### src/logic/i2c_master_map.svh
`ifndef I2C_MASTER_MAP_SVH
`define I2C_MASTER_MAP_SVH

// control word fields
`define CTRL_ENABLE_BIT 15
`define CTRL_START_BIT 0
`define CTRL_EVENT_BITS 5

// status word fields
`define STAT_ACK_BIT 15
`define STAT_TX_ACTIVE_BIT 14
`define STAT_STOP_SEEN_BIT 4
`define STAT_START_SEEN_BIT 3
`define STAT_TX_FULL_BIT 0

// baud counter
`define BAUD_WIDTH_DEFAULT 12
`define BAUD_RELOAD_MIN 2

// byte framing
`define BYTE_BITS 8
`define LAST_DATA_IDX 7
`define ACK_IDX 8

// transmit buffer
`define TX_BUF_DEPTH 2

`endif

### src/logic/i2c_master_pkg.sv
package i2c_master_pkg;

	typedef enum logic [2:0] {
		ENG_IDLE,
		ENG_START_A,
		ENG_START_B,
		ENG_TX_LOW,
		ENG_TX_RISE,
		ENG_TX_HIGH,
		ENG_TX_FALL
	} engine_state_t;

	typedef logic [7:0] tx_byte_t;

endpackage : i2c_master_pkg

### src/logic/stream_if.sv
`timescale 1ns/1ps
`default_nettype none

interface stream_if #(
	parameter int W = 8
);
	logic valid;
	logic ready;
	logic [W-1:0] data;

	modport source (
		output valid,
		output data,
		input ready
	);

	modport sink (
		input valid,
		input data,
		output ready
	);

endinterface : stream_if

`default_nettype wire

### src/logic/byte_buffer.sv
`timescale 1ns/1ps
`default_nettype none

module byte_buffer #(
	parameter int W = 8,
	parameter int DEPTH = 2
) (
	input wire logic clk_in,
	input wire logic rst_n_in,
	stream_if.sink push,
	stream_if.source pop
);
	localparam int CW = $clog2(DEPTH + 1);

	logic [W-1:0] mem_q [DEPTH];
	logic [CW-1:0] count_q;
	logic push_fire;
	logic pop_fire;
	logic [CW-1:0] wr_idx;

	generate
		if (DEPTH < 2 || W < 1) begin : g_bad
			$error("byte_buffer needs DEPTH >= 2 and W >= 1");
		end
	endgenerate

	////////////////////////////////////////////////////////////////////
	// head always sits in mem_q[0], so read data leave a flop
	assign push.ready = (count_q != CW'(DEPTH));
	assign pop.valid = (count_q != '0);
	assign pop.data = mem_q[0];
	assign push_fire = push.valid & push.ready;
	assign pop_fire = pop.valid & pop.ready;
	assign wr_idx = pop_fire ? count_q - CW'(1) : count_q;

	always_ff @(posedge clk_in) begin
		if (!rst_n_in) begin
			count_q <= '0;
		end else if (push_fire && !pop_fire) begin
			count_q <= count_q + CW'(1);
		end else if (pop_fire && !push_fire) begin
			count_q <= count_q - CW'(1);
		end
	end

	always_ff @(posedge clk_in) begin
		for (int i = 0; i < DEPTH; i++) begin
			if (pop_fire && i < DEPTH - 1) begin
				mem_q[i] <= mem_q[i + 1];
			end
			if (push_fire && wr_idx == CW'(i)) begin
				mem_q[i] <= push.data;
			end
		end
	end

endmodule : byte_buffer

`default_nettype wire

### src/logic/i2c_master_start_tx.sv
`include "i2c_master_map.svh"
`timescale 1ns/1ps
`default_nettype none

module i2c_master_start_tx #(
	parameter int BAUD_W = `BAUD_WIDTH_DEFAULT
) (
	input wire logic MCLK_IN,
	input wire logic RSTN_IN,
	input wire logic ENABLE_IN,
	input wire logic CTRL_WR_IN,
	input wire logic [`CTRL_EVENT_BITS-1:0] CTRL_EVENT_IN,
	input wire logic TX_WR_IN,
	input wire i2c_master_pkg::tx_byte_t TX_DATA_IN,
	input wire logic WCOL_CLR_IN,
	input wire logic [BAUD_W-1:0] BAUD_RELOAD_IN,
	input wire logic SERIAL_DATA_IN,
	input wire logic SERIAL_CLOCK_IN,
	output logic SERIAL_DATA_OUT,
	output logic SERIAL_DATA_OE_OUT,
	output logic SERIAL_CLOCK_OUT,
	output logic SERIAL_CLOCK_OE_OUT,
	output logic START_REQUEST_OUT,
	output logic TRANSMIT_FULL_OUT,
	output logic TRANSMIT_ACTIVE_OUT,
	output logic WRITE_COLLISION_OUT,
	output logic ACK_STATUS_OUT,
	output logic START_SEEN_OUT,
	output logic STOP_SEEN_OUT,
	output logic MASTER_INT_OUT
);
	import i2c_master_pkg::*;

	generate
		if (BAUD_W < 2) begin : g_bad
			$error("BAUD_W must be at least 2");
		end
	endgenerate

	engine_state_t state_q;
	engine_state_t state_d;
	logic [BAUD_W-1:0] cnt_q;
	logic [BAUD_W-1:0] reload;
	logic [3:0] bit_q;
	tx_byte_t shift_q;
	logic sda_oe_q;
	logic scl_oe_q;
	logic line_lvl_q;
	logic start_req_q;
	logic tx_full_q;
	logic tx_active_q;
	logic wcol_q;
	logic ack_q;
	logic start_seen_q;
	logic stop_seen_q;
	logic mint_q;
	logic sda_prev_q;
	logic scl_prev_q;

	logic run;
	logic busy;
	logic counting;
	logic tmo;
	logic load;
	logic scl_hi;
	logic scl_lo;
	logic last_bit;
	logic ctrl_take;
	logic tx_try;
	logic tx_collide;
	logic go_start;
	logic go_tx;
	logic start_done;
	logic byte_done;
	logic start_ev;
	logic stop_ev;

	stream_if #(.W(8)) push_s ();
	stream_if #(.W(8)) pop_s ();

	////////////////////////////////////////////////////////////////////
	// write acceptance

	// disabling acts as a synchronous clear of the whole block
	assign run = RSTN_IN & ENABLE_IN;
	assign busy = start_req_q | tx_active_q | tx_full_q;
	assign ctrl_take = CTRL_WR_IN & run & ~busy
		& (state_q == ENG_IDLE);
	assign tx_try = TX_WR_IN & run;
	// buffer stays full only while a byte is owed, so ready joins busy
	assign tx_collide = tx_try & (busy | ~push_s.ready);
	assign push_s.valid = tx_try & ~tx_collide;
	assign push_s.data = TX_DATA_IN;

	byte_buffer #(
		.W(8),
		.DEPTH(`TX_BUF_DEPTH)
	) u_tx_buf (
		.clk_in(MCLK_IN),
		.rst_n_in(run),
		.push(push_s),
		.pop(pop_s)
	);

	////////////////////////////////////////////////////////////////////
	// sequencing events

	// forbidden reloads are lifted to the least legal value
	assign reload = (BAUD_RELOAD_IN < BAUD_W'(`BAUD_RELOAD_MIN))
		? BAUD_W'(`BAUD_RELOAD_MIN) : BAUD_RELOAD_IN;
	assign counting = (state_q == ENG_START_A) | (state_q == ENG_START_B)
		| (state_q == ENG_TX_LOW) | (state_q == ENG_TX_HIGH);
	assign tmo = counting & (cnt_q == '0);
	assign scl_hi = SERIAL_CLOCK_IN;
	assign scl_lo = ~SERIAL_CLOCK_IN;
	assign last_bit = (bit_q == 4'(`ACK_IDX));
	assign go_start = (state_q == ENG_IDLE) & start_req_q;
	assign go_tx = (state_q == ENG_IDLE) & ~start_req_q & pop_s.valid;
	assign pop_s.ready = go_tx;
	assign start_done = (state_q == ENG_START_B) & tmo;
	assign byte_done = (state_q == ENG_TX_FALL) & scl_lo & last_bit;
	// the wait state costs one cycle, giving reload+2 per half period
	assign load = go_start | go_tx
		| ((state_q == ENG_START_A) & tmo)
		| ((state_q == ENG_TX_RISE) & scl_hi)
		| ((state_q == ENG_TX_FALL) & scl_lo & ~last_bit);

	always_comb begin
		state_d = state_q;
		unique case (state_q)
			ENG_IDLE: begin
				if (go_start) begin
					state_d = ENG_START_A;
				end else if (go_tx) begin
					state_d = ENG_TX_LOW;
				end
			end
			ENG_START_A: begin
				if (tmo) begin
					state_d = ENG_START_B;
				end
			end
			ENG_START_B: begin
				if (tmo) begin
					state_d = ENG_IDLE;
				end
			end
			ENG_TX_LOW: begin
				if (tmo) begin
					state_d = ENG_TX_RISE;
				end
			end
			ENG_TX_RISE: begin
				// a stretching slave holds us here
				if (scl_hi) begin
					state_d = ENG_TX_HIGH;
				end
			end
			ENG_TX_HIGH: begin
				if (tmo) begin
					state_d = ENG_TX_FALL;
				end
			end
			ENG_TX_FALL: begin
				if (scl_lo) begin
					state_d = last_bit ? ENG_IDLE : ENG_TX_LOW;
				end
			end
		endcase
	end

	always_ff @(posedge MCLK_IN) begin
		if (!run) begin
			state_q <= ENG_IDLE;
		end else begin
			state_q <= state_d;
		end
	end

	always_ff @(posedge MCLK_IN) begin
		if (!run) begin
			cnt_q <= '0;
		end else if (load) begin
			cnt_q <= reload;
		end else if (cnt_q != '0) begin
			cnt_q <= cnt_q - BAUD_W'(1);
		end
	end

	////////////////////////////////////////////////////////////////////
	// data path

	always_ff @(posedge MCLK_IN) begin
		if (!run) begin
			shift_q <= '0;
			bit_q <= '0;
		end else if (go_tx) begin
			shift_q <= pop_s.data;
			bit_q <= '0;
		end else if ((state_q == ENG_TX_FALL) & scl_lo & ~last_bit) begin
			shift_q <= {shift_q[6:0], 1'b0};
			bit_q <= bit_q + 4'(1);
		end
	end

	////////////////////////////////////////////////////////////////////
	// line drivers: open drain, enable high pulls low

	always_ff @(posedge MCLK_IN) begin
		line_lvl_q <= 1'b0;
	end

	always_ff @(posedge MCLK_IN) begin
		if (!run) begin
			sda_oe_q <= 1'b0;
		end else if (go_tx) begin
			sda_oe_q <= ~pop_s.data[7];
		end else if ((state_q == ENG_START_A) & tmo) begin
			sda_oe_q <= 1'b1;
		end else if ((state_q == ENG_TX_FALL) & scl_lo & ~last_bit) begin
			if (bit_q == 4'(`LAST_DATA_IDX)) begin
				sda_oe_q <= 1'b0;
			end else begin
				sda_oe_q <= ~shift_q[6];
			end
		end
	end

	always_ff @(posedge MCLK_IN) begin
		if (!run) begin
			scl_oe_q <= 1'b0;
		end else if (start_done) begin
			scl_oe_q <= 1'b1;
		end else if ((state_q == ENG_TX_LOW) & tmo) begin
			scl_oe_q <= 1'b0;
		end else if ((state_q == ENG_TX_HIGH) & tmo) begin
			scl_oe_q <= 1'b1;
		end
	end

	////////////////////////////////////////////////////////////////////
	// flags

	always_ff @(posedge MCLK_IN) begin
		if (!run) begin
			start_req_q <= 1'b0;
		end else if (start_done) begin
			start_req_q <= 1'b0;
		end else if (ctrl_take && CTRL_EVENT_IN[`CTRL_START_BIT]) begin
			start_req_q <= 1'b1;
		end
	end

	always_ff @(posedge MCLK_IN) begin
		if (!run) begin
			tx_full_q <= 1'b0;
		end else if (push_s.valid) begin
			tx_full_q <= 1'b1;
		end else if ((state_q == ENG_TX_FALL) & scl_lo
				& (bit_q == 4'(`LAST_DATA_IDX))) begin
			tx_full_q <= 1'b0;
		end
	end

	always_ff @(posedge MCLK_IN) begin
		if (!run) begin
			tx_active_q <= 1'b0;
		end else if (go_tx) begin
			tx_active_q <= 1'b1;
		end else if (byte_done) begin
			tx_active_q <= 1'b0;
		end
	end

	// set beats a clear arriving in the same cycle
	always_ff @(posedge MCLK_IN) begin
		if (!run) begin
			wcol_q <= 1'b0;
		end else if (tx_collide) begin
			wcol_q <= 1'b1;
		end else if (WCOL_CLR_IN) begin
			wcol_q <= 1'b0;
		end
	end

	// sampled just before the ninth falling edge is driven
	always_ff @(posedge MCLK_IN) begin
		if (!run) begin
			ack_q <= 1'b0;
		end else if ((state_q == ENG_TX_HIGH) & tmo & last_bit) begin
			ack_q <= SERIAL_DATA_IN;
		end
	end

	always_ff @(posedge MCLK_IN) begin
		if (!run) begin
			mint_q <= 1'b0;
		end else begin
			mint_q <= start_done | byte_done;
		end
	end

	////////////////////////////////////////////////////////////////////
	// bus monitor

	assign start_ev = scl_prev_q & SERIAL_CLOCK_IN
		& sda_prev_q & ~SERIAL_DATA_IN;
	assign stop_ev = scl_prev_q & SERIAL_CLOCK_IN
		& ~sda_prev_q & SERIAL_DATA_IN;

	always_ff @(posedge MCLK_IN) begin
		if (!run) begin
			sda_prev_q <= 1'b1;
			scl_prev_q <= 1'b1;
		end else begin
			sda_prev_q <= SERIAL_DATA_IN;
			scl_prev_q <= SERIAL_CLOCK_IN;
		end
	end

	always_ff @(posedge MCLK_IN) begin
		if (!run) begin
			start_seen_q <= 1'b0;
			stop_seen_q <= 1'b0;
		end else if (start_ev) begin
			start_seen_q <= 1'b1;
			stop_seen_q <= 1'b0;
		end else if (stop_ev) begin
			start_seen_q <= 1'b0;
			stop_seen_q <= 1'b1;
		end
	end

	////////////////////////////////////////////////////////////////////
	// outputs

	assign SERIAL_DATA_OUT = line_lvl_q;
	assign SERIAL_DATA_OE_OUT = sda_oe_q;
	assign SERIAL_CLOCK_OUT = line_lvl_q;
	assign SERIAL_CLOCK_OE_OUT = scl_oe_q;
	assign START_REQUEST_OUT = start_req_q;
	assign TRANSMIT_FULL_OUT = tx_full_q;
	assign TRANSMIT_ACTIVE_OUT = tx_active_q;
	assign WRITE_COLLISION_OUT = wcol_q;
	assign ACK_STATUS_OUT = ack_q;
	assign START_SEEN_OUT = start_seen_q;
	assign STOP_SEEN_OUT = stop_seen_q;
	assign MASTER_INT_OUT = mint_q;

endmodule : i2c_master_start_tx

`default_nettype wire

### config.mk
export PLATFORM = sky130hd
export DESIGN_NAME = i2c_master_start_tx
export DESIGN_NICKNAME = d
export VERILOG_FILES = /design/src/logic/i2c_master_pkg.sv /design/src/logic/stream_if.sv /design/src/logic/byte_buffer.sv /design/src/logic/i2c_master_start_tx.sv
export VERILOG_INCLUDE_DIRS = /design/src /design/src/logic
export SDC_FILE = /design/constraint.sdc
export NUM_CORES = 1
export LEC_CHECK = 0
export ABC_AREA = 0
export BUFFER_PORTS_ARGS = -buffer_cell sky130_fd_sc_hd__buf_2
export CORE_ASPECT_RATIO = 1.25
export CORE_UTILIZATION = 25
export DETAILED_ROUTE_END_ITERATION = 8
export GPL_ROUTABILITY_DRIVEN = 0
export SYNTH_ARGS = -nofsm -noshare
export SYNTH_HDL_FRONTEND = slang
export SYNTH_SLANG_ARGS = --single-unit
### constraint.sdc
create_clock -name MCLK_IN -period 5.6 [get_ports MCLK_IN]
set_clock_uncertainty 0.05 [all_clocks]
set_input_delay 0.28 -clock MCLK_IN [delete_from_list [all_inputs] [get_ports MCLK_IN]]
set_output_delay 0.28 -clock MCLK_IN [all_outputs]
set_load 0.02 [all_outputs]
==> flow_summary.ini <==
[outcome]
status = finished, final reports clean

[clocking]
cts.clk_slew.worst_paths_ns = 0.08
clock-sinks = 56
clock_path_buffers = 2
worstSkewPairLatency_ns = 0.30
root_buffer = clkbuf_16
cts-buffers-inserted = 5
cts_setup_buffers = 0
cts_tree = yes
ctsHtreeMaxLevel = 2
cts_resized = 0
cts_hold_buf = 0

[sta]
drv_slew = 0
rsz0062_at_grt = no
slew_headroom = 0.218
setup_violations = 0
worst_slack_ns = 2.80
layout_worst_path_cycle_share = 0.499
worstMarginPinSlew_ns = 1.16
period_needed_ns = 2.80
fmax_ghz = 0.358
fin_tns_setup_ns = 0
hold_violations = 0

[pwr]
pwr_density_cell_mw_per_mm2 = 440
vdd_drop_max_mv = 0.229
switching_share = 0.375
pwr-share-clk = 0.226
p_seq_frac = 0.369
comb_power_share = 0.404
cellInternalPower_mw = 0.892
p_leak_nw = 1.19
p_switching_mw = 0.536

[placed_design]
io_buffers = 38
place_inst = 451
pre_cts_slack_ns = 2.79
dpl.hpwl_um = 4560

[synthesis]
ys_ff_latch = 56
avgSynthCellArea_um2 = 9.43
synth_most_common_cell = dfxtp_1
async_flop_share = 0
syn_area_mm2 = 0.00281
synth_cell_types = 62
yosys.area.top_type = dfxtp_1
ys.flop_type = dfxtp_1
yosys-top-cells-area = dfxtp_1 (29%), edfxtp_1 (17%), nand2_1 (3.5%), a21oi_1 (3.4%), mux2_2 (3.2%)
synth_cells = 298
ys_seq_area_frac = 0.456
synthTopCellsByCount = dfxtp_1 (40), nand2_1 (26), a21oi_1 (19)
yosysWarnings = 0
synth_edf_count = 16
yosysTopAreaCellShare = 0.285

[final_layout]
area_delta_synth_final_pct = 15.5
nets = 366
num_antenna_cells = 0
final_cells = 459
layout-drive-gt1-share = 0.202

[floorplan]
die_w_um = 96.8
coreArea_mm2 = 0.0108
ios = 45
rows = 42
die_h_um = 121
dieArea_mm2 = 0.0117
start_util = 0.261

[route]
post_drt_via_cell_ratio = 5.05
route.vias.total = 2316
drt_iter0_drc = 103
wl_um = 6290
drt-pass1-iter-count = 4
antenna_left = 0
routedWlPerCell_um = 13.7
drc = 0

[setup_path]
critPathLaunchType = flip-flop
cp-end-kind = flip-flop
rr_worst_depth = 6
r2r-end = u_tx_buf.mem_q[0][0]
crit_type = reg2reg
cp_data_required_time_ns = 5.46
ff2ff_setup_slack_ns = 2.80
cp.arrival_ns = 2.66
worstPathMaxFanout = 18
reg2reg_from = u_tx_buf.count_q[0]

[global_route]
track_usage = 0.112
grt_pass1_vias = 2261
grt_pass1_wl_um = 10700
grt_start_max_net_pins = 34
antenna_found_initial = 0
overflow = 0

[min_path]
holdPathStages = 1
hp-class = in2reg
holdPathEnd = u_tx_buf.mem_q[0][11]
hold_path.startpoint = TX_DATA_IN[3]

[run]
drv_cap = 0
## state kept, by name, indices dropped and copies added, names as in the netlist, 2 cells and up
signal,count
u_tx_buf.count_q,2
state_q,3
bit_q,4
u_tx_buf.mem_q,16
shift_q,7
cnt_q,12
## per-stage QoR
stage,hold WS (ns),instance area [µm²],utilization,power (mW)
after global routing,0.114,3250,0.301,1.53
after detailed placement,0.415,3100,0.287,1.11
after CTS,0.116,3250,0.301,1.43
after floorplan,0.323,2810,-,1.04
after global placement,0.405,3100,0.287,1.10
final,0.118,3250,0.301,1.43
## cell usage in the layout (no fill, tap or decap), drive strengths merged, types with 6 or more instances in the layout
| cell | instances |
|---|---|
| inv | 12 |
| edfxtp | 16 |
| ha | 7 |
| xnor2 | 6 |
| o21ai | 15 |
| mux2 | 8 |
| a21oi | 19 |
| nor2 | 18 |
| nor4 | 8 |
| buf | 41 |
| nand2 | 26 |
| nor3 | 10 |
| nand3 | 16 |
| dfxtp | 40 |
| a311oi | 6 |
## power by group through the flow
stage	logic, mW	registers [mW]	clock network, mW
2_1_floorplan	0.514	0.523	0
3_3_place_gp	0.565	0.534	0
3_5_place_dp	0.576	0.536	0
4_1_cts	0.579	0.527	0.330
5_1_grt	0.638	0.539	0.349
6_report	0.577	0.527	0.323
## per-layer routing
metal  share of wire  global-route usage
met2            0.50               0.207
met5               0                   0
met4          0.0064              0.0252
met1            0.46               0.132
met3           0.029              0.0225
## area by class of cell
class	instances	area, µm²
Clock buffer	5	125
Clock inverter	3	25.0
Fill cell	1112	7530
Inverter	11	41.3
Multi-Input combinational cell	211	1400
Sequential cell	56	1280
Tap cell	132	165
Timing Repair Buffer	41	213
## worst max path at each step
stage	endpoint	slack, ns	from	cells past startpoint
2_1_floorplan	u_tx_buf.count_q[1]	3.17	u_tx_buf.count_q[0]	12
3_3_place_gp	u_tx_buf.mem_q[0][5]	2.80	u_tx_buf.count_q[0]	6
3_5_place_dp	u_tx_buf.mem_q[0][5]	2.79	u_tx_buf.count_q[0]	6
4_1_cts	u_tx_buf.mem_q[0][0]	2.77	u_tx_buf.count_q[0]	6
5_1_grt	u_tx_buf.count_q[1]	2.44	u_tx_buf.count_q[0]	10
6_report	u_tx_buf.mem_q[0][0]	2.80	u_tx_buf.count_q[0]	6
## logic make-up after synthesis
family / share of synthesized area
xor+xnor: 0.0312
flops: 0.456
mux: 0.0463
buf+inv: 0.0485
compound gates: 0.179
other cells: 0.00134
simple gates: 0.207
fa+ha+maj: 0.0312
## critical path: stages (launching register included)
cell and delay [ns]:
dfxtp_1 0.44, inv_1 0.12, ha_1 0.23, nor3_1 0.26
and2_1 0.37, clkinv_1 0.47, o31ai_1 0.48
No activity file was read; power rests on OpenSTA's default activity.
